### config.mk
export PLATFORM = sky130hd
export DESIGN_NAME = usart_spi_mode
export DESIGN_NICKNAME = d
export VERILOG_FILES = /design/src/verilog/usart_spi_pkg.sv /design/src/verilog/usart_spi_baud.sv /design/src/verilog/usart_spi_sync.sv /design/src/verilog/usart_spi_mode.sv
export VERILOG_INCLUDE_DIRS = /design/src /design/src/verilog
export SDC_FILE = /design/constraint.sdc
export NUM_CORES = 1
export LEC_CHECK = 0
export BUFFER_PORTS_ARGS = -buffer_cell sky130_fd_sc_hd__buf_4
export CORE_AREA = 4 4 151 153
export DETAILED_ROUTE_END_ITERATION = 12
export DIE_AREA = 0 0 155 157
export SYNTH_ARGS = -nofsm -noshare
export SYNTH_HDL_FRONTEND = slang
export SYNTH_HIERARCHICAL = 1
export SYNTH_SLANG_ARGS = --single-unit
### constraint.sdc
create_clock -name clk_i -period 6.3 [get_ports clk_i]
set_clock_uncertainty 0.05 [all_clocks]
set_input_delay 0.945 -clock clk_i [delete_from_list [all_inputs] [get_ports clk_i]]
set_output_delay 0.945 -clock clk_i [all_outputs]
set_load 0.02 [all_outputs]
### src/verilog/usart_spi_regs.svh
// Constants for the serial port in its synchronous serial-bus mode.
// Assumes inclusion by bare name from package and design files.
`ifndef USART_SPI_REGS_SVH
`define USART_SPI_REGS_SVH

`define OPMODE_W            4
`define OPMODE_SPI_MASTER   4'hE
`define OPMODE_SPI_SLAVE    4'hF
`define CLKSRC_W            2
`define CLKSRC_DIV          2'h1
`define CLKSRC_EXT          2'h3
`define CHAR_LENGTH_FIELD_W              2
`define CHAR_BITS_BASE      4'h5
`define CHAR_BITS_NINE      4'h9
`define DIV_W               16
`define DIV_MIN             16'h0006
`define DIV_PRESCALE        16'h0008
`define SLAVE_RATIO_MIN     6

`endif

### src/verilog/usart_spi_pkg.sv
// Types shared by the serial-bus mode files.
// Assumes the constants header is on the include path.
`include "usart_spi_regs.svh"

package usart_spi_pkg;
   typedef enum logic [1:0] {
      CLK_MCK,
      CLK_DIV,
      CLK_RSV,
      CLK_EXT
   } clk_src_t;
   typedef enum {
      M_IDLE,
      M_LEAD,
      M_SHIFT,
      M_TRAIL,
      M_GAP
   } mst_state_t;
endpackage : usart_spi_pkg

### src/verilog/usart_spi_baud.sv
// Baud generator: makes a half-bit tick from the master clock.
// Assumes the divisor is held stable while a character is in flight.
`include "usart_spi_regs.svh"
`timescale 1ns/10ps
`default_nettype none

module usart_spi_baud #(
   parameter int DIV_W = `DIV_W
) (
   // Clock and reset
   input  wire logic             clk_i,
   input  wire logic             sys_rst_i,
   // Control
   input  wire logic             run_i,
   input  wire logic             prescale_i,
   input  wire logic [DIV_W-1:0] divisor_i,
   // Ticks
   output logic                  half_o
);
   initial begin
      if (DIV_W < 4) $error("DIV_W too small");
   end

   logic [DIV_W+3:0] period_w;
   logic [DIV_W+2:0] half_w;
   logic [DIV_W+3:0] cnt_r;

   // Whole bit period in master clocks; an odd period loses one clock, both halves being half_w
   assign period_w = prescale_i ? {divisor_i, 4'h0} >> 1 : {4'h0, divisor_i};
   assign half_w   = period_w[DIV_W+3:1];

   // Tick every half_w clocks; an odd remainder of the period is dropped
   always_ff @(posedge clk_i) begin
      if (sys_rst_i || !run_i) begin
         cnt_r  <= '0;
         half_o <= 1'b0;
      end else if (cnt_r + 1'b1 >= (half_o ? period_w - {1'b0, half_w} : {1'b0, half_w})) begin
         cnt_r  <= '0;
         half_o <= 1'b1;
      end else begin
         cnt_r  <= cnt_r + 1'b1;
         half_o <= 1'b0;
      end
   end
endmodule : usart_spi_baud

`default_nettype wire

### src/verilog/usart_spi_sync.sv
// Two-stage synchroniser for the serial clock and select inputs in slave mode.
// Assumes a single destination clock.
`timescale 1ns/10ps
`default_nettype none

module usart_spi_sync (
   // Clock and reset
   input  wire logic clk_i,
   input  wire logic sys_rst_i,
   // Level in and out
   input  wire logic d_i,
   input  wire logic rst_val_i,
   output logic      q_o
);
   logic meta_r;

   // First stage feeds only the second stage
   always_ff @(posedge clk_i) begin
      if (sys_rst_i) begin
         meta_r <= 1'b1;
         q_o    <= 1'b1;
      end else begin
         meta_r <= d_i;
         q_o    <= meta_r;
      end
   end
   logic unused_w;
   assign unused_w = rst_val_i;
endmodule : usart_spi_sync

`default_nettype wire

### src/verilog/usart_spi_mode.sv
// Serial port in synchronous serial-bus mode, master or slave.
// Assumes software drives control pulses one cycle wide and keeps config stable.
`include "usart_spi_regs.svh"
`timescale 1ns/10ps
`default_nettype none

module usart_spi_mode #(
   parameter int DIV_W = `DIV_W
) (
   // Clock and reset
   input  wire logic              clk_i,
   input  wire logic              sys_rst_i,
   // Configuration
   input  wire logic [3:0]        op_mode_i,
   input  wire logic [1:0]        clock_source_select_i,
   input  wire logic              clock_output_enable_i,
   input  wire logic [DIV_W-1:0]  clock_divisor_i,
   input  wire logic [1:0]        char_length_field_i,
   input  wire logic              nine_bit_select_i,
   input  wire logic              cpol_i,
   input  wire logic              cpha_i,
   input  wire logic              receive_wait_bit_i,
   input  wire logic [15:0]       timeout_value_field_i,
   // Control pulses
   input  wire logic              tx_reset_i,
   input  wire logic              rx_reset_i,
   input  wire logic              tx_enable_i,
   input  wire logic              tx_disable_i,
   input  wire logic              rx_enable_i,
   input  wire logic              rx_disable_i,
   input  wire logic              status_clear_command_i,
   input  wire logic              force_select_command_i,
   input  wire logic              select_release_command_i,
   // Holding registers
   input  wire logic              thr_write_i,
   input  wire logic [8:0]        thr_data_i,
   input  wire logic              rhr_read_i,
   output logic [8:0]             rhr_data_o,
   // Status
   output logic                   holding_empty_flag_o,
   output logic                   all_done_flag_o,
   output logic                   receive_ready_flag_o,
   output logic                   overrun_flag_o,
   output logic                   underrun_flag_o,
   output logic                   timeout_flag_o,
   // Serial pins
   output logic                   txd_o,
   input  wire logic              rxd_i,
   output logic                   sck_o,
   output logic                   sck_oe_o,
   input  wire logic              sck_i,
   output logic                   rts_o,
   input  wire logic              cts_i
);
   initial begin
      if (DIV_W < 4 || DIV_W > 16) $error("DIV_W out of range");
   end

   logic is_mst_w, is_slv_w;
   logic [3:0] nbits_w;
   logic half_w, sck_s_w, nss_s_w;
   logic tx_en_r, rx_en_r, thr_full_r, sh_busy_r, sck_r, sck_prev_r;
   logic [8:0] thr_r, tsh_r, rsh_r;
   logic [3:0] bit_r;
   logic force_r, nss_r;
   usart_spi_pkg::mst_state_t mst_r;
   logic lead_edge_w, trail_edge_w, slv_active_w;
   logic mst_load_w, char_done_w, rx_capture_w;

   assign is_mst_w = (op_mode_i == `OPMODE_SPI_MASTER);
   assign is_slv_w = (op_mode_i == `OPMODE_SPI_SLAVE);
   // Nine-bit select overrides the length field
   assign nbits_w  = nine_bit_select_i ? `CHAR_BITS_NINE
                     : `CHAR_BITS_BASE + {2'h0, char_length_field_i};

   // Bit clock for master; divisor and source ignored in slave mode
   usart_spi_baud #(.DIV_W(DIV_W)) u_baud (
      .clk_i      (clk_i),
      .sys_rst_i  (sys_rst_i),
      .run_i      (is_mst_w && mst_r != usart_spi_pkg::M_IDLE),
      .prescale_i (clock_source_select_i == `CLKSRC_DIV),
      .divisor_i  (clock_divisor_i),
      .half_o     (half_w)
   );

   usart_spi_sync u_sync_sck (
      .clk_i     (clk_i),
      .sys_rst_i (sys_rst_i),
      .d_i       (sck_i),
      .rst_val_i (1'b1),
      .q_o       (sck_s_w)
   );
   usart_spi_sync u_sync_nss (
      .clk_i     (clk_i),
      .sys_rst_i (sys_rst_i),
      .d_i       (cts_i),
      .rst_val_i (1'b1),
      .q_o       (nss_s_w)
   );

   // Edge detection of the active serial clock, normalised by polarity
   logic clk_now_w, clk_rise_w, clk_fall_w;
   assign clk_now_w  = is_slv_w ? (sck_s_w ^ cpol_i) : sck_r;
   assign clk_rise_w = clk_now_w && !sck_prev_r;
   assign clk_fall_w = !clk_now_w && sck_prev_r;
   // Phase 1 samples on the first edge; phase 0 samples on the second
   assign lead_edge_w  = cpha_i ? clk_rise_w : clk_fall_w;
   assign trail_edge_w = cpha_i ? clk_fall_w : clk_rise_w;
   assign slv_active_w = is_slv_w && !nss_s_w;

   always_ff @(posedge clk_i) begin
      if (sys_rst_i) sck_prev_r <= 1'b0;
      else           sck_prev_r <= clk_now_w;
   end

   // Enables; reset commands also disable
   always_ff @(posedge clk_i) begin
      if (sys_rst_i || tx_reset_i || tx_disable_i) tx_en_r <= 1'b0;
      else if (tx_enable_i)                        tx_en_r <= 1'b1;
   end
   always_ff @(posedge clk_i) begin
      if (sys_rst_i || rx_reset_i || rx_disable_i) rx_en_r <= 1'b0;
      else if (rx_enable_i)                        rx_en_r <= 1'b1;
   end

   // Master sequencer: lead, shift, trail, gap
   logic [4:0] edge_cnt_r;
   assign mst_load_w = is_mst_w && tx_en_r && thr_full_r && mst_r == usart_spi_pkg::M_IDLE
                       && !(receive_wait_bit_i && receive_ready_flag_o);
   always_ff @(posedge clk_i) begin
      if (sys_rst_i || tx_reset_i || !is_mst_w) begin
         mst_r      <= usart_spi_pkg::M_IDLE;
         edge_cnt_r <= '0;
         sck_r      <= 1'b0;
      end else begin
         case (mst_r)
            usart_spi_pkg::M_IDLE: begin
               edge_cnt_r <= '0;
               if (mst_load_w) mst_r <= usart_spi_pkg::M_LEAD;
            end
            usart_spi_pkg::M_LEAD: begin
               if (half_w) edge_cnt_r <= edge_cnt_r + 5'h01;
               if (half_w && edge_cnt_r == 5'h01) begin
                  mst_r      <= usart_spi_pkg::M_SHIFT;
                  edge_cnt_r <= '0;
               end
            end
            usart_spi_pkg::M_SHIFT: begin
               if (half_w) begin
                  sck_r      <= ~sck_r;
                  edge_cnt_r <= edge_cnt_r + 5'h01;
                  if (edge_cnt_r == {nbits_w, 1'b0} - 5'h01) begin
                     mst_r      <= usart_spi_pkg::M_TRAIL;
                     edge_cnt_r <= '0;
                  end
               end
            end
            usart_spi_pkg::M_TRAIL, usart_spi_pkg::M_GAP: begin
               if (half_w) edge_cnt_r <= edge_cnt_r + 5'h01;
               if (half_w && edge_cnt_r == 5'h01) begin
                  mst_r      <= (mst_r == usart_spi_pkg::M_TRAIL) ? usart_spi_pkg::M_GAP
                                                                  : usart_spi_pkg::M_IDLE;
                  edge_cnt_r <= '0;
               end
            end
            default: mst_r <= usart_spi_pkg::M_IDLE;
         endcase
      end
   end

   // Select line: low around each character, or held by force command
   always_ff @(posedge clk_i) begin
      if (sys_rst_i || !is_mst_w)      force_r <= 1'b0;
      else if (force_select_command_i) force_r <= 1'b1;
      else if (select_release_command_i) force_r <= 1'b0;
   end
   always_ff @(posedge clk_i) begin
      if (sys_rst_i) nss_r <= 1'b1;
      else nss_r <= !(force_r || mst_r == usart_spi_pkg::M_LEAD
                      || mst_r == usart_spi_pkg::M_SHIFT
                      || mst_r == usart_spi_pkg::M_TRAIL);
   end

   // Bit counting shared by both roles; the last master edge is seen in trail
   logic bit_lead_w, bit_trail_w;
   assign bit_lead_w  = is_mst_w ? (mst_r != usart_spi_pkg::M_IDLE && lead_edge_w)
                                 : (slv_active_w && lead_edge_w);
   assign bit_trail_w = is_mst_w ? (mst_r != usart_spi_pkg::M_IDLE && trail_edge_w)
                                 : (slv_active_w && trail_edge_w);
   assign char_done_w = bit_lead_w && bit_r == nbits_w - 4'h1;
   assign rx_capture_w = char_done_w && rx_en_r;
   logic slv_load_w;
   assign slv_load_w = is_slv_w && tx_en_r && thr_full_r && !sh_busy_r && slv_active_w;

   // Transmit holding register; writes while full are dropped
   always_ff @(posedge clk_i) begin
      if (sys_rst_i || tx_reset_i) begin
         thr_full_r <= 1'b0;
         thr_r      <= '0;
      end else if (thr_write_i && holding_empty_flag_o) begin
         thr_full_r <= 1'b1;
         thr_r      <= thr_data_i;
      end else if (mst_load_w || slv_load_w) begin
         thr_full_r <= 1'b0;
      end
   end

   // Shifter; most significant bit of the character leads
   always_ff @(posedge clk_i) begin
      if (sys_rst_i || tx_reset_i) begin
         tsh_r     <= '0;
         sh_busy_r <= 1'b0;
         bit_r     <= '0;
      end else begin
         if (mst_load_w || slv_load_w) begin
            tsh_r     <= thr_r << (4'h9 - nbits_w);
            sh_busy_r <= 1'b1;
            bit_r     <= '0;
         end else if (bit_trail_w && bit_r != 4'h0 && sh_busy_r) begin
            tsh_r <= {tsh_r[7:0], 1'b1};
         end
         if (bit_lead_w) bit_r <= char_done_w ? 4'h0 : bit_r + 4'h1;
         if (char_done_w) sh_busy_r <= 1'b0;
         // A frame cut short by select rising drops the half-sent character
         if (is_slv_w && nss_s_w) begin
            bit_r     <= '0;
            sh_busy_r <= 1'b0;
         end
      end
   end

   // Output data; idle and underrun keep the line high
   always_ff @(posedge clk_i) begin
      if (sys_rst_i) txd_o <= 1'b1;
      else           txd_o <= (sh_busy_r && tx_en_r) ? tsh_r[8] : 1'b1;
   end

   // Underrun: slave clocked with nothing to send; set beats clear
   always_ff @(posedge clk_i) begin
      if (sys_rst_i) underrun_flag_o <= 1'b0;
      else if (is_slv_w && tx_en_r && bit_lead_w && !sh_busy_r && bit_r == 4'h0)
         underrun_flag_o <= 1'b1;
      else if (status_clear_command_i) underrun_flag_o <= 1'b0;
   end

   // Receive shifter samples the data-in pin on the sample edge
   always_ff @(posedge clk_i) begin
      if (sys_rst_i || rx_reset_i) rsh_r <= '0;
      else if (bit_lead_w)         rsh_r <= {rsh_r[7:0], rxd_i};
   end

   // Receive holding register, ready and overrun; set wins over clear
   always_ff @(posedge clk_i) begin
      if (sys_rst_i || rx_reset_i) begin
         rhr_data_o           <= '0;
         receive_ready_flag_o <= 1'b0;
      end else if (rx_capture_w) begin
         rhr_data_o           <= {rsh_r[7:0], rxd_i} & ~(9'h1FF << nbits_w);
         receive_ready_flag_o <= 1'b1;
      end else if (rhr_read_i) begin
         receive_ready_flag_o <= 1'b0;
      end
   end
   always_ff @(posedge clk_i) begin
      if (sys_rst_i || rx_reset_i) overrun_flag_o <= 1'b0;
      else if (rx_capture_w && receive_ready_flag_o && !rhr_read_i)
         overrun_flag_o <= 1'b1;
      else if (status_clear_command_i) overrun_flag_o <= 1'b0;
   end

   // Transmitter flags read low while disabled
   always_ff @(posedge clk_i) begin
      if (sys_rst_i) begin
         holding_empty_flag_o <= 1'b0;
         all_done_flag_o      <= 1'b0;
      end else begin
         holding_empty_flag_o <= tx_en_r && !thr_full_r && !(thr_write_i && holding_empty_flag_o);
         all_done_flag_o      <= tx_en_r && !thr_full_r && !sh_busy_r && !(thr_write_i && holding_empty_flag_o)
                                 && (!is_mst_w || mst_r == usart_spi_pkg::M_IDLE);
      end
   end

   // Timeout cannot fire in this mode
   logic unused_w;
   assign unused_w = ^timeout_value_field_i ^ clock_output_enable_i;
   always_ff @(posedge clk_i) begin
      if (sys_rst_i) timeout_flag_o <= 1'b0;
      else           timeout_flag_o <= 1'b0;
   end

   // Pin outputs; clock rests at polarity level
   always_ff @(posedge clk_i) begin
      if (sys_rst_i) begin
         sck_o    <= 1'b0;
         sck_oe_o <= 1'b0;
         rts_o    <= 1'b1;
      end else begin
         sck_o    <= sck_r ^ cpol_i;
         sck_oe_o <= is_mst_w;
         rts_o    <= is_mst_w ? nss_r : 1'b1;
      end
   end
endmodule : usart_spi_mode

`default_nettype wire

==> After elaboration in Yosys (flattened, before gate mapping) <==
Index checks and enable logic that the tools add are counted.
{ "totals": {"register_bits": 118, "output_inout_bits": 19} }
{ "classes": {"magnitude_cmp": 1, "n_bitwise": 7, "n_addsub": 8, "n_eq_ne": 19, "shift": 2, "reduce_logical": 81, "n_mux": 35} }
{ "op_table": {"columns": ["cell", "n"], "rows": [
  ["32-bit 2-to-1 mux", 5],
  ["32-bit one-hot mux with 4 select lines", 1],
  ["32-bit by 2-bit == test with 1-bit output (second input constant)", 3],
  ["32-bit by 3-bit == test with 1-bit output (second input constant)", 3],
  ["32-bit logical NOT", 2],
  ["1-bit logical AND", 35],
  ["32-bit by 1-bit == test with 1-bit output (second input constant)", 1],
  ["32-bit nonzero test", 1],
  ["20-bit by 1-bit adder with 20-bit output (second input constant)", 1],
  ["20-bit greater-or-equal comparator", 1],
  ["20-bit 2-to-1 mux", 1],
  ["5-bit 2-to-1 mux", 4],
  ["20-bit by 19-bit subtractor with 20-bit output", 1],
  ["19-bit 2-to-1 mux", 1],
  ["9-bit 2-to-1 mux", 2],
  ["4-bit 2-to-1 mux", 4],
  ["1-bit 2-to-1 mux", 15],
  ["5-bit one-hot mux with 3 select lines", 1],
  ["2-bit nonzero test", 7],
  ["1-bit logical OR", 12],
  ["1-bit logical NOT", 11],
  ["2-bit OR reduction", 5],
  ["9-bit bitwise AND", 1],
  ["9-bit NOT", 1],
  ["other kinds (26)", 34]
]} }

==> Logic depth before layout (Yosys ltp) <==
Gate-level depths: netlist of the first run.
{ "logic_depth": {"depth_word": 12, "depth_mapped": 20, "depth_no_buf": 17} }

==> By module <==
The synthesis of the first run kept the hierarchy.
{ "modules_own_cells": {"columns": ["mod", "seq_area_each_um2", "area_each_um2", "cells_per_inst", "n_inst"], "rows": [
  ["usart_spi_mode", 1281.2, 3465.8, 408, 1],
  ["usart_spi_baud", 420.4, 2767.7, 366, 1],
  ["usart_spi_sync", 40.0, 52.6, 4, 2]
]} }

==> Least setup slack after synthesis of the first run <==
No wires, ideal clock.
{ "synth_path": {"path_kind": "input port to flip-flop", "start": "in clock_source_select_i[0]", "end": "reg u_baud.cnt_r[0]", "required_time_ns": 6.120, "slack_ns": 0.696, "path_buffers": 3, "arrival_time_ns": 5.424, "cell_stages": 19, "cell_sequence": "nor2b_1 > buf_2 > clkbuf_1 > mux2i_1 > inv_1 > ha_1 > nand3_1 > or3b_1 > o311ai_4 > o21bai_2 > nor4b_1 > or3_1 > ha_1 > nand4_1 > or3_1 > o32a_1 > a21oi_1 > clkbuf_1 > nor3b_1"} }
{ "synth_between": {"elab_chain_cells": 6} }
{ "synth_lines": {"columns": ["element", "line", "rtl"], "rows": [
  ["start, declared", "usart_spi_mode.sv:15", "input wire logic [1:0] clock_source_select_i,"],
  ["2-bit by 1-bit == test with 1-bit output (no line) *", null, null],
  ["19-bit 2-to-1 mux *", "usart_spi_baud.sv:29", "assign period_w = prescale_i ? {divisor_i, 4'h0} >> 1 : {4'h0, divisor_i};"],
  ["20-bit by 19-bit subtractor with 20-bit output", "usart_spi_baud.sv:37", "end else if (cnt_r + 1'b1 >= (half_o ? period_w - {1'b0, half_w} : {1'b0, half_w})) begin"],
  ["20-bit 2-to-1 mux *", "usart_spi_baud.sv:37", null],
  ["20-bit greater-or-equal comparator *", "usart_spi_baud.sv:37", null],
  ["2-bit OR reduction (no line) *", null, null],
  ["end signal, assigned", "usart_spi_baud.sv:41", "cnt_r <= cnt_r + 1'b1;"],
  ["end, declared", "usart_spi_baud.sv:26", "logic [DIV_W+3:0] cnt_r;"]
]} }
Every way passes the cells marked *; elsewhere a longest branch is shown, timed or not.
A chain may end at the register's enable or synchronous reset.

==> Worst setup path after layout of the first run <==
{ "layout_path": {"start": "in clock_source_select_i[1]", "end": "reg u_baud.half_o"} }
{ "layout_between": {"elab_chain_cells": 6} }
{ "layout_lines": {"columns": ["element", "line", "rtl"], "rows": [
  ["2-bit by 1-bit == test with 1-bit output (no line) *", null, null],
  ["19-bit 2-to-1 mux *", "usart_spi_baud.sv:29", null],
  ["20-bit by 19-bit subtractor with 20-bit output", "usart_spi_baud.sv:37", null],
  ["20-bit 2-to-1 mux *", "usart_spi_baud.sv:37", null],
  ["20-bit greater-or-equal comparator *", "usart_spi_baud.sv:37", null],
  ["1-bit 2-to-1 mux *", "usart_spi_baud.sv:37", null],
  ["end signal, assigned", "usart_spi_baud.sv:36", "half_o <= 1'b0;"],
  ["end signal, assigned", "usart_spi_baud.sv:39", "half_o <= 1'b1;"],
  ["end signal, assigned", "usart_spi_baud.sv:42", "half_o <= 1'b0;"],
  ["end, declared", "usart_spi_baud.sv:18", "output logic half_o"]
]} }
Marked as above.

==> results of run 1 <==
## registers in the layout, indices dropped and copies added, names as in the netlist, 3 cells and up
register      count
bit_r             4
thr_r             9
u_baud/cnt_r     20
mst_r             3
edge_cnt_r        5
rsh_r             8
rhr_data_o        9
tsh_r             9
## routing by layer
metal / routed length (um) / vias up / global-route usage [%]
met2: 7060 / 86 / 20.7
met5: 0 / - / 0
met1: 7540 / 2581 / 17.6
met3: 581 / 16 / 2.47
met4: 162 / 0 / 2.65
li1: - / 2925 / -
## stage by stage
| stage | utilization [%] | worst slack (ns) | hold slack [ns] |
|---|---|---|---|
| 2_1_floorplan | - | 0.696 | 0.335 |
| 3_3_place_gp | 32.8 | 0.760 | 0.338 |
| 3_5_place_dp | 32.8 | 0.706 | 0.344 |
| 4_1_cts | 34.1 | 1.05 | 0.360 |
| 5_1_grt | 34.1 | 0.669 | 0.380 |
| 6_report | 34.1 | 1.10 | 0.357 |
## power groups by stage
stage,clock (mW),sequential (mW),combinational (mW)
floorplan,0,0.580,0.173
global placement,0,0.579,0.240
detailed placement,0,0.579,0.242
CTS,0.530,0.566,0.243
global route,0.555,0.566,0.274
finish,0.514,0.566,0.243
## final cells by class
type	count	area, um2
Fill cell	2248	14200
Inverter	33	124
Tap cell	280	350
Clock inverter	6	50.0
Multi-Input combinational cell	620	4250
Timing Repair Buffer	76	571
Clock buffer	10	229
Sequential cell	89	1780
## worst max-delay path, stage by stage
cell      delay [ns]
buf_4           0.11
nor2b_2         0.47
mux2i_1         0.35
inv_1           0.07
ha_1            0.37
nand3_1         0.18
or3b_1          0.43
o311ai_4        0.14
o21bai_2        0.10
nor4b_1         0.15
or3_1           0.41
ha_1            0.31
nand4_1         0.14
or3_1           0.39
o32a_1          0.30
a21oi_1         0.13
buf_4           0.26
and2_1          0.15
## cells in the final DEF, fill, tap and decap left out, types with 12 or more instances in the layout
master and instances:
a21oi_1 51, inv_1 32, o21ai_0 36, dfxtp_1 89, nand4_1 19, xnor2_1 29, buf_4 76, nor2_1 67
a211oi_1 12, ha_1 49, mux2i_1 20, a21o_1 19, nor3_1 18, nand3_1 30, nand2_1 87, o211ai_1 17
## worst max-delay path by stage
stage | startpoint | end
global route | clock_source_select_i[1] | u_baud/half_o
global placement | clock_source_select_i[1] | u_baud/half_o
CTS | clock_source_select_i[1] | u_baud/half_o
floorplan | clock_source_select_i[0] | u_baud/cnt_r[0]
detailed placement | clock_source_select_i[1] | u_baud/half_o
finish | clock_source_select_i[1] | u_baud/half_o
==> impl_metrics.toml, run 1 <==
[placement]
port_buffers = 70
dpl.cell_count = 1098
dpl_cell_area_um2 = 7080
globalplace.congestion = 0.863
dp_hpwl_um = 11600

[synthesis]
syn_inst = 781
ys.warnings.count = 6
syn_area_um2 = 6330
syn-num-nets = 900
avgSynthCellArea_um2 = 8.11

[routing]
viasPerCell = 5.03
vias = 5608
drtIter0Drc = 299
routedWlPerCell_um = 13.8
route.detailed.drc = 0
route.antenna.remaining_nets = 0
dr.pass1.iters = 4
routed_wirelength_um = 15300

[timing]
max_freq_mhz = 192
drv_slew = 0
period_share_pct = 82.6
rsz0062_at_grt = "false"
tns_ns = 0
tightest_slew_ns = 0.861
post-route-min-period_ns = 5.20
maxSlewHeadroom_pct = 42.5
hold_viol = 0
setup_violations = 0

[global_route]
grt-ovfl-total = 0
grt_first_pass_wirelength_um = 26100
grt_util_all_layers_pct = 12.7
antenna_found_initial = 0
grt_max_degree = 31
first_global_vias = 5390

[clock_network]
clockBufferDepth = 2
cts_setup_buffers = 0
numCtsBuffers = 9
clk_pin_slew_ns = 0.06
root_buffer = "clkbuf_16"
clock-sinks = 89
clk_latency_ns = 0.35
cts_tree = "done"
h-tree-depth = 3
hold_buffers = 0
post_cts_resized = 0

[critical_path]
ff2ff_path_depth = 11
worstSetupEndpointType = "flop"
worst_setup_path_start_kind = "input pin"
crit_arrival_ns = 5.44
path_class = "input pin to flop"
ff2ff_setup_slack_ns = 2.79
r2r_start = "u_baud/cnt_r[0]"
worstPathRequired_ns = 6.54
r2r_end = "u_baud/half_o"
cp_max_fo = 21

[hold_path]
hold_path.class = "flop to flop"
hp-start = "u_sync_nss/meta_r"
min_to = "u_sync_nss/q_o"
holdPathStages = 1

[floorplan]
die_y_um = 157
initial_core_util_pct = 29.4
dieArea_um2 = 24300
io-pin-count = 89
coreArea_um2 = 21600
die_x_um = 155
rows = 54

[pwr]
sw_frac_of_total_pct = 28.6
power_frac_comb_pct = 18.4
clockPowerShare_pct = 38.8
p_int_mw = 0.944
ir_worst_vdd_mv = 0.0924
seq_power_share_pct = 42.8
power_density_nw_per_um2 = 180
power.total_mw = 1.32
p_leak_nw = 2.96
p_sw_mw = 0.379

[finish]
drive_above_1_share_pct = 15.8
final_cells = 1114
final_net_count = 948
final_area_um2 = 7360
syn2layout_area_growth_pct = 16.1
antenna_cells = 0

[run_status]
outcome = "completed"

[flow_run]
drv_cap = 0
Power figures use the tool's default switching activity.
==> inputs of run 2 (changes only) <==
==> constraint.sdc (replaced) <==
create_clock -name clk_i -period 4.89 [get_ports clk_i]
set_clock_uncertainty 0.05 [all_clocks]
set_input_delay 0.7335 -clock clk_i [delete_from_list [all_inputs] [get_ports clk_i]]
set_output_delay 0.7335 -clock clk_i [all_outputs]
set_load 0.02 [all_outputs]
==> run 2 against run 1 <==
  * Worst setup slack worse by 0.82 ns
  * Highest routed layer unchanged
  * Largest power group unchanged
  * Die area unchanged
  * Utilization grew 2.0 points
  * Global-route usage up 0.14 points
  * Largest cell class unchanged
  * Power increased by 37%
  * Via count grew 3.9%
  * Worst hold slack better by 0.0035 ns
  * Clock power up 37%
==> impl_metrics.toml, run 2 (synthesis results as in run 1) <==
[floorplan]
rows = 54
coreArea_um2 = 21600
die_y_um = 157
io-pin-count = 89
die_x_um = 155
dieArea_um2 = 24300
initial_core_util_pct = 29.4

[critical_path]
cp_num_buf_inv = 5
slowest_stage = "or3b_2"
cp_max_fo = 21
critical_path.max_stage_delay_ns = 0.46
r2r_start = "u_baud/cnt_r[0]"
cpMostUsedCell = "buf_4"
r2r_end = "u_baud/half_o"
crit_start = "clock_source_select_i[0]"
critPathTopFamily = "simple AND/OR/NAND/NOR gates"
ff2ff_path_depth = 11
critical_path.cell_chain = "buf_4 -> nor2b_4 -> buf_4 -> buf_4 -> or3b_2 -> ha_1 -> and3_1 -> a211oi_4 -> o311ai_4 -> o21bai_2 -> buf_4 -> nor2_1 -> or3_1 -> ha_1 -> nand4_1 -> or3_1 -> o32a_1 -> a21oi_1 -> buf_4 -> and2_1"
setup.worst_path.end = "u_baud/half_o"
crit_arrival_ns = 4.85
ff2ff_setup_slack_ns = 1.39
path_class = "input pin to flop"
crit_cells = 20
worst_setup_path_start_kind = "input pin"
worstSetupEndpointType = "flop"
worstPathRequired_ns = 5.13

[timing]
drv_slew = 0
tightest_slew_ns = 0.967
setup_violations = 0
post-route-min-period_ns = 4.61
rsz0062_at_grt = "false"
period_share_pct = 94.4
max_freq_mhz = 217
maxSlewHeadroom_pct = 33.7
hold_slack_ns = 0.361
hold_viol = 0

[global_route]
antenna_found_initial = 0
grt_util_met3_pct = 2.09
use_met2_pct = 21.2
first_global_vias = 5472
grt.met1_usage_pct = 17.7
grt_max_degree = 23
gr-max-usage-layer = "met2"
grt_first_pass_wirelength_um = 26300
grt-ovfl-total = 0
grt_util_all_layers_pct = 12.8

[pwr]
sw_frac_of_total_pct = 27.3
p_leak_nw = 3.23
ir_worst_vdd_mv = 0.177
clockPowerShare_pct = 38.7
p_int_mw = 1.32
power.total_mw = 1.82
power_density_nw_per_um2 = 233
p_sw_mw = 0.495
power_frac_comb_pct = 21.2
seq_power_share_pct = 40.2

[clock_network]
cts_tree = "done"
clk_latency_ns = 0.34
h-tree-depth = 3
hold_buffers = 0
clk_pin_slew_ns = 0.07
root_buffer = "clkbuf_16"
clock-sinks = 89
numCtsBuffers = 9
clockBufferDepth = 2

[finish]
syn2layout_area_growth_pct = 23.0
final_cells = 1166
largest_reg_flops = 20
final_util_pct = 36.2
antenna_cells = 0
regMostFlops = "u_baud/cnt_r"
drive_above_1_share_pct = 21.1
layout_commonest_cell = "buf_4"
layout_common_cells = "buf_4, dfxtp_1, nand2_1"
final_net_count = 1000

[routing]
dr.pass1.iters = 5
vias = 5824
routed_wirelength_um = 15800
route.detailed.drc = 0
drtIter0Drc = 267
viasPerCell = 4.99
routedWlPerCell_um = 13.5
route.antenna.remaining_nets = 0

[flow_run]
drv_cap = 0

[placement]
dp_hpwl_um = 12200
globalplace.congestion = 0.811
dpl.cell_count = 1150
port_buffers = 70

[run_status]
outcome = "completed"

[hold_path]
hold_path.class = "flop to flop"
-- run 2: cell type report --
cell class	instances	area, um2
Timing Repair Buffer	128	973
Tap cell	280	350
Clock inverter	7	76.3
Sequential cell	89	1780
Inverter	33	124
Fill cell	2252	13800
Multi-Input combinational cell	620	4260
Clock buffer	9	225
-- run 2: how the worst min path moves through the flow --
stage | startpoint | endpoint | slack [ns] | cells after the start
floorplan | u_sync_nss/meta_r | u_sync_nss/q_o | 0.34 | 1
CTS | u_sync_nss/meta_r | u_sync_nss/q_o | 0.36 | 1
detailed placement | u_sync_nss/meta_r | u_sync_nss/q_o | 0.35 | 1
global route | nss_r | rts_o | 0.38 | 1
global placement | u_sync_nss/meta_r | u_sync_nss/q_o | 0.34 | 1
finish | u_sync_nss/meta_r | u_sync_nss/q_o | 0.36 | 1
-- run 2: metrics by stage --
| stage | cell area, um2 | setup WS [ns] | TNS, ns |
|---|---|---|---|
| 6_report | 7790 | 0.275 | 0 |
| 5_1_grt | 7790 | 0.0131 | 0 |
| 4_1_cts | 7790 | 0.248 | 0 |
| 3_5_place_dp | 7490 | -0.104 | -1.74 |
| 3_3_place_gp | 7490 | -0.0671 | -1.06 |
| 2_1_floorplan | 6360 | 0.0445 | 0 |
-- run 2: metal layers --
metal / wire length (um) / vias up
met5: 0 / -
met4: 138 / 0
met3: 696 / 8
met2: 7240 / 109
met1: 7710 / 2677
li1: - / 3030
-- run 2: worst reg2reg max path: stages (launching register included) --
cell and delay, ns:
dfxtp_1 0.40, nand3_1 0.17, nor3_1 0.75, nand3_1 0.20, xnor2_1 0.20, ha_1 0.31
nand4_1 0.13, or3_1 0.38, o32a_1 0.30, a21oi_1 0.12, buf_4 0.26, and2_1 0.17
-- run 2: timing repair --
item	in CTS	in global routing
endpoints found under the setup margin	0	21
resized for setup	0	2
endpoints found under the hold margin	0	0
setup buffers	0	0
-- run 2: power groups by stage --
stage	Combinational (mW)	Clock (mW)	Sequential [mW]
floorplan	0.225	0	0.747
global route	0.429	0.751	0.730
global placement	0.380	0	0.746
detailed placement	0.384	0	0.747
CTS	0.386	0.723	0.730
finish	0.385	0.703	0.730
==> inputs of run 3 (changes only) <==
==> constraint.sdc (replaced) <==
create_clock -name clk_i -period 5.03 [get_ports clk_i]
set_clock_uncertainty 0.05 [all_clocks]
set_input_delay 0.7545 -clock clk_i [delete_from_list [all_inputs] [get_ports clk_i]]
set_output_delay 0.7545 -clock clk_i [all_outputs]
set_load 0.02 [all_outputs]
==> run 3 against run 2 <==
  * Clock power fell by 7.3%
  * Highest routed layer unchanged
  * Design area down 2.2%
  * Critical path depth unchanged
  * Largest cell class unchanged
  * Worst setup slack improved by 0.022 ns
  * Die area is the same
  * Largest power group unchanged
==> impl_metrics.toml, run 3 (synthesis results as in run 1) <==
[timing]
hold_slack_ns = 0.359
max_freq_mhz = 211
rsz0062_at_grt = "false"
hold_viol = 0
tightest_slew_ns = 0.935
setup_violations = 0
post-route-min-period_ns = 4.73
drv_slew = 0
maxSlewHeadroom_pct = 37.2
period_share_pct = 94.1

[clock_network]
h-tree-depth = 3
cts_tree = "done"
clock-sinks = 89
cts_setup_buffers = 0
root_buffer = "clkbuf_16"
numCtsBuffers = 9
clk_pin_slew_ns = 0.07
clk_latency_ns = 0.34
clockBufferDepth = 2

[finish]
layout_common_cells = "buf_4, dfxtp_1, nand2_1"
final_net_count = 981
final_util_pct = 35.4
final_cells = 1147
largest_reg_flops = 20
drive_above_1_share_pct = 19.3
final_area_um2 = 7630
regMostFlops = "u_baud/cnt_r"
antenna_cells = 0
layout_commonest_cell = "buf_4"
multiInputGateArea_um2 = 4250
syn2layout_area_growth_pct = 20.4
fillCellCount = 2258
regArea_um2 = 1780

[critical_path]
cpMostUsedCell = "buf_4"
cp_max_fo = 13
r2r_end = "u_baud/half_o"
ff2ff_setup_slack_ns = 1.45
path_class = "input pin to flop"
worstSetupEndpointType = "flop"
slowest_stage = "a2111oi_0"
r2r_start = "u_baud/cnt_r[2]"
critPathTopFamily = "compound AO/OA/AOI/OAI gates"
cp_num_buf_inv = 5
worstPathRequired_ns = 5.26
worst_setup_path_start_kind = "input pin"
ff2ff_path_depth = 11
critical_path.cell_chain = "buf_4 -> nor2b_2 -> buf_4 -> mux2i_1 -> inv_1 -> ha_1 -> nand3_1 -> nor2_1 -> o31a_1 -> o41ai_4 -> buf_4 -> a2111oi_0 -> a211oi_1 -> ha_1 -> nand4_1 -> or3_1 -> o32a_1 -> a21oi_1 -> buf_4 -> and2_1"
critical_path.max_stage_delay_ns = 0.40
crit_arrival_ns = 4.96

[pwr]
power.total_mw = 1.71
ir_worst_vdd_mv = 0.132
p_leak_nw = 3.13
power_density_nw_per_um2 = 224

[placement]
globalplace.congestion = 0.846
dpl.cell_count = 1131
port_buffers = 70
dpl_cell_area_um2 = 7340
dp_hpwl_um = 12200

[routing]
routedWlPerCell_um = 13.7
route.antenna.remaining_nets = 0
dr.pass1.iters = 5
routed_wirelength_um = 15700
viasPerCell = 5.03
vias = 5775
route.detailed.drc = 0
drtIter0Drc = 297

[flow_run]
drv_cap = 0

[floorplan]
coreArea_um2 = 21600
dieArea_um2 = 24300
die_y_um = 157
die_x_um = 155
rows = 54
io-pin-count = 89
initial_core_util_pct = 29.4

[global_route]
grt-ovfl-total = 0
grt_util_all_layers_pct = 12.9
grt_first_pass_wirelength_um = 26200
antenna_found_initial = 0
first_global_vias = 5351
grt_max_degree = 25

[hold_path]
hp-start = "u_sync_nss/meta_r"
holdPathStages = 1
hold_path.class = "flop to flop"
min_to = "u_sync_nss/q_o"

[run_status]
outcome = "completed"
[run 3: metal layers]
metal | vias up | GRT usage, % | wire [um]
li1 | 2996 | - | -
met1 | 2683 | 17.5 | 7620
met2 | 81 | 21.4 | 7380
met3 | 15 | 2.14 | 518
met4 | 0 | 3.32 | 229
met5 | - | 0 | 0
[run 3: repair_timing]
item | 4_1_cts | 5_1_grt
resized for setup | 0 | 2
hold buffers | 0 | 0
setup endpoints to repair | 0 | 2
[run 3: power by group]
group,internal [mW],switching (mW)
Sequential,0.707,0.00193
Clock,0.344,0.308
Combinational,0.169,0.182
Total,1.22,0.492
[run 3: per-stage QoR]
| step | TNS (ns) | worst slack [ns] |
|---|---|---|
| floorplan | 0 | 0.00129 |
| global placement | 0 | 0.0164 |
| detailed placement | -0.821 | -0.0740 |
| CTS | 0 | 0.273 |
| global route | 0 | 0.00608 |
| finish | 0 | 0.297 |
[run 3: worst max-delay path by stage]
stage | start | to | slack (ns) | depth (start not counted)
2_1_floorplan | clock_source_select_i[0] | u_baud/cnt_r[0] | 0.001 | 19
3_3_place_gp | clock_source_select_i[1] | u_baud/half_o | 0.02 | 21
3_5_place_dp | clock_source_select_i[1] | u_baud/half_o | -0.07 | 20
4_1_cts | clock_source_select_i[1] | u_baud/half_o | 0.27 | 19
5_1_grt | clock_source_select_i[1] | u_baud/half_o | 0.006 | 20
6_report | clock_source_select_i[1] | u_baud/half_o | 0.30 | 20
[run 3: cell type report]
| type | instances | share of cell area, % |
|---|---|---|
| multi-input combinational | 620 | 55.8 |
| sequential | 89 | 23.4 |
| timing repair buffer | 109 | 10.9 |
| tap | 280 | 4.59 |
| clock buffer | 9 | 2.95 |
| inverter | 33 | 1.62 |
| clock inverter | 7 | 0.804 |
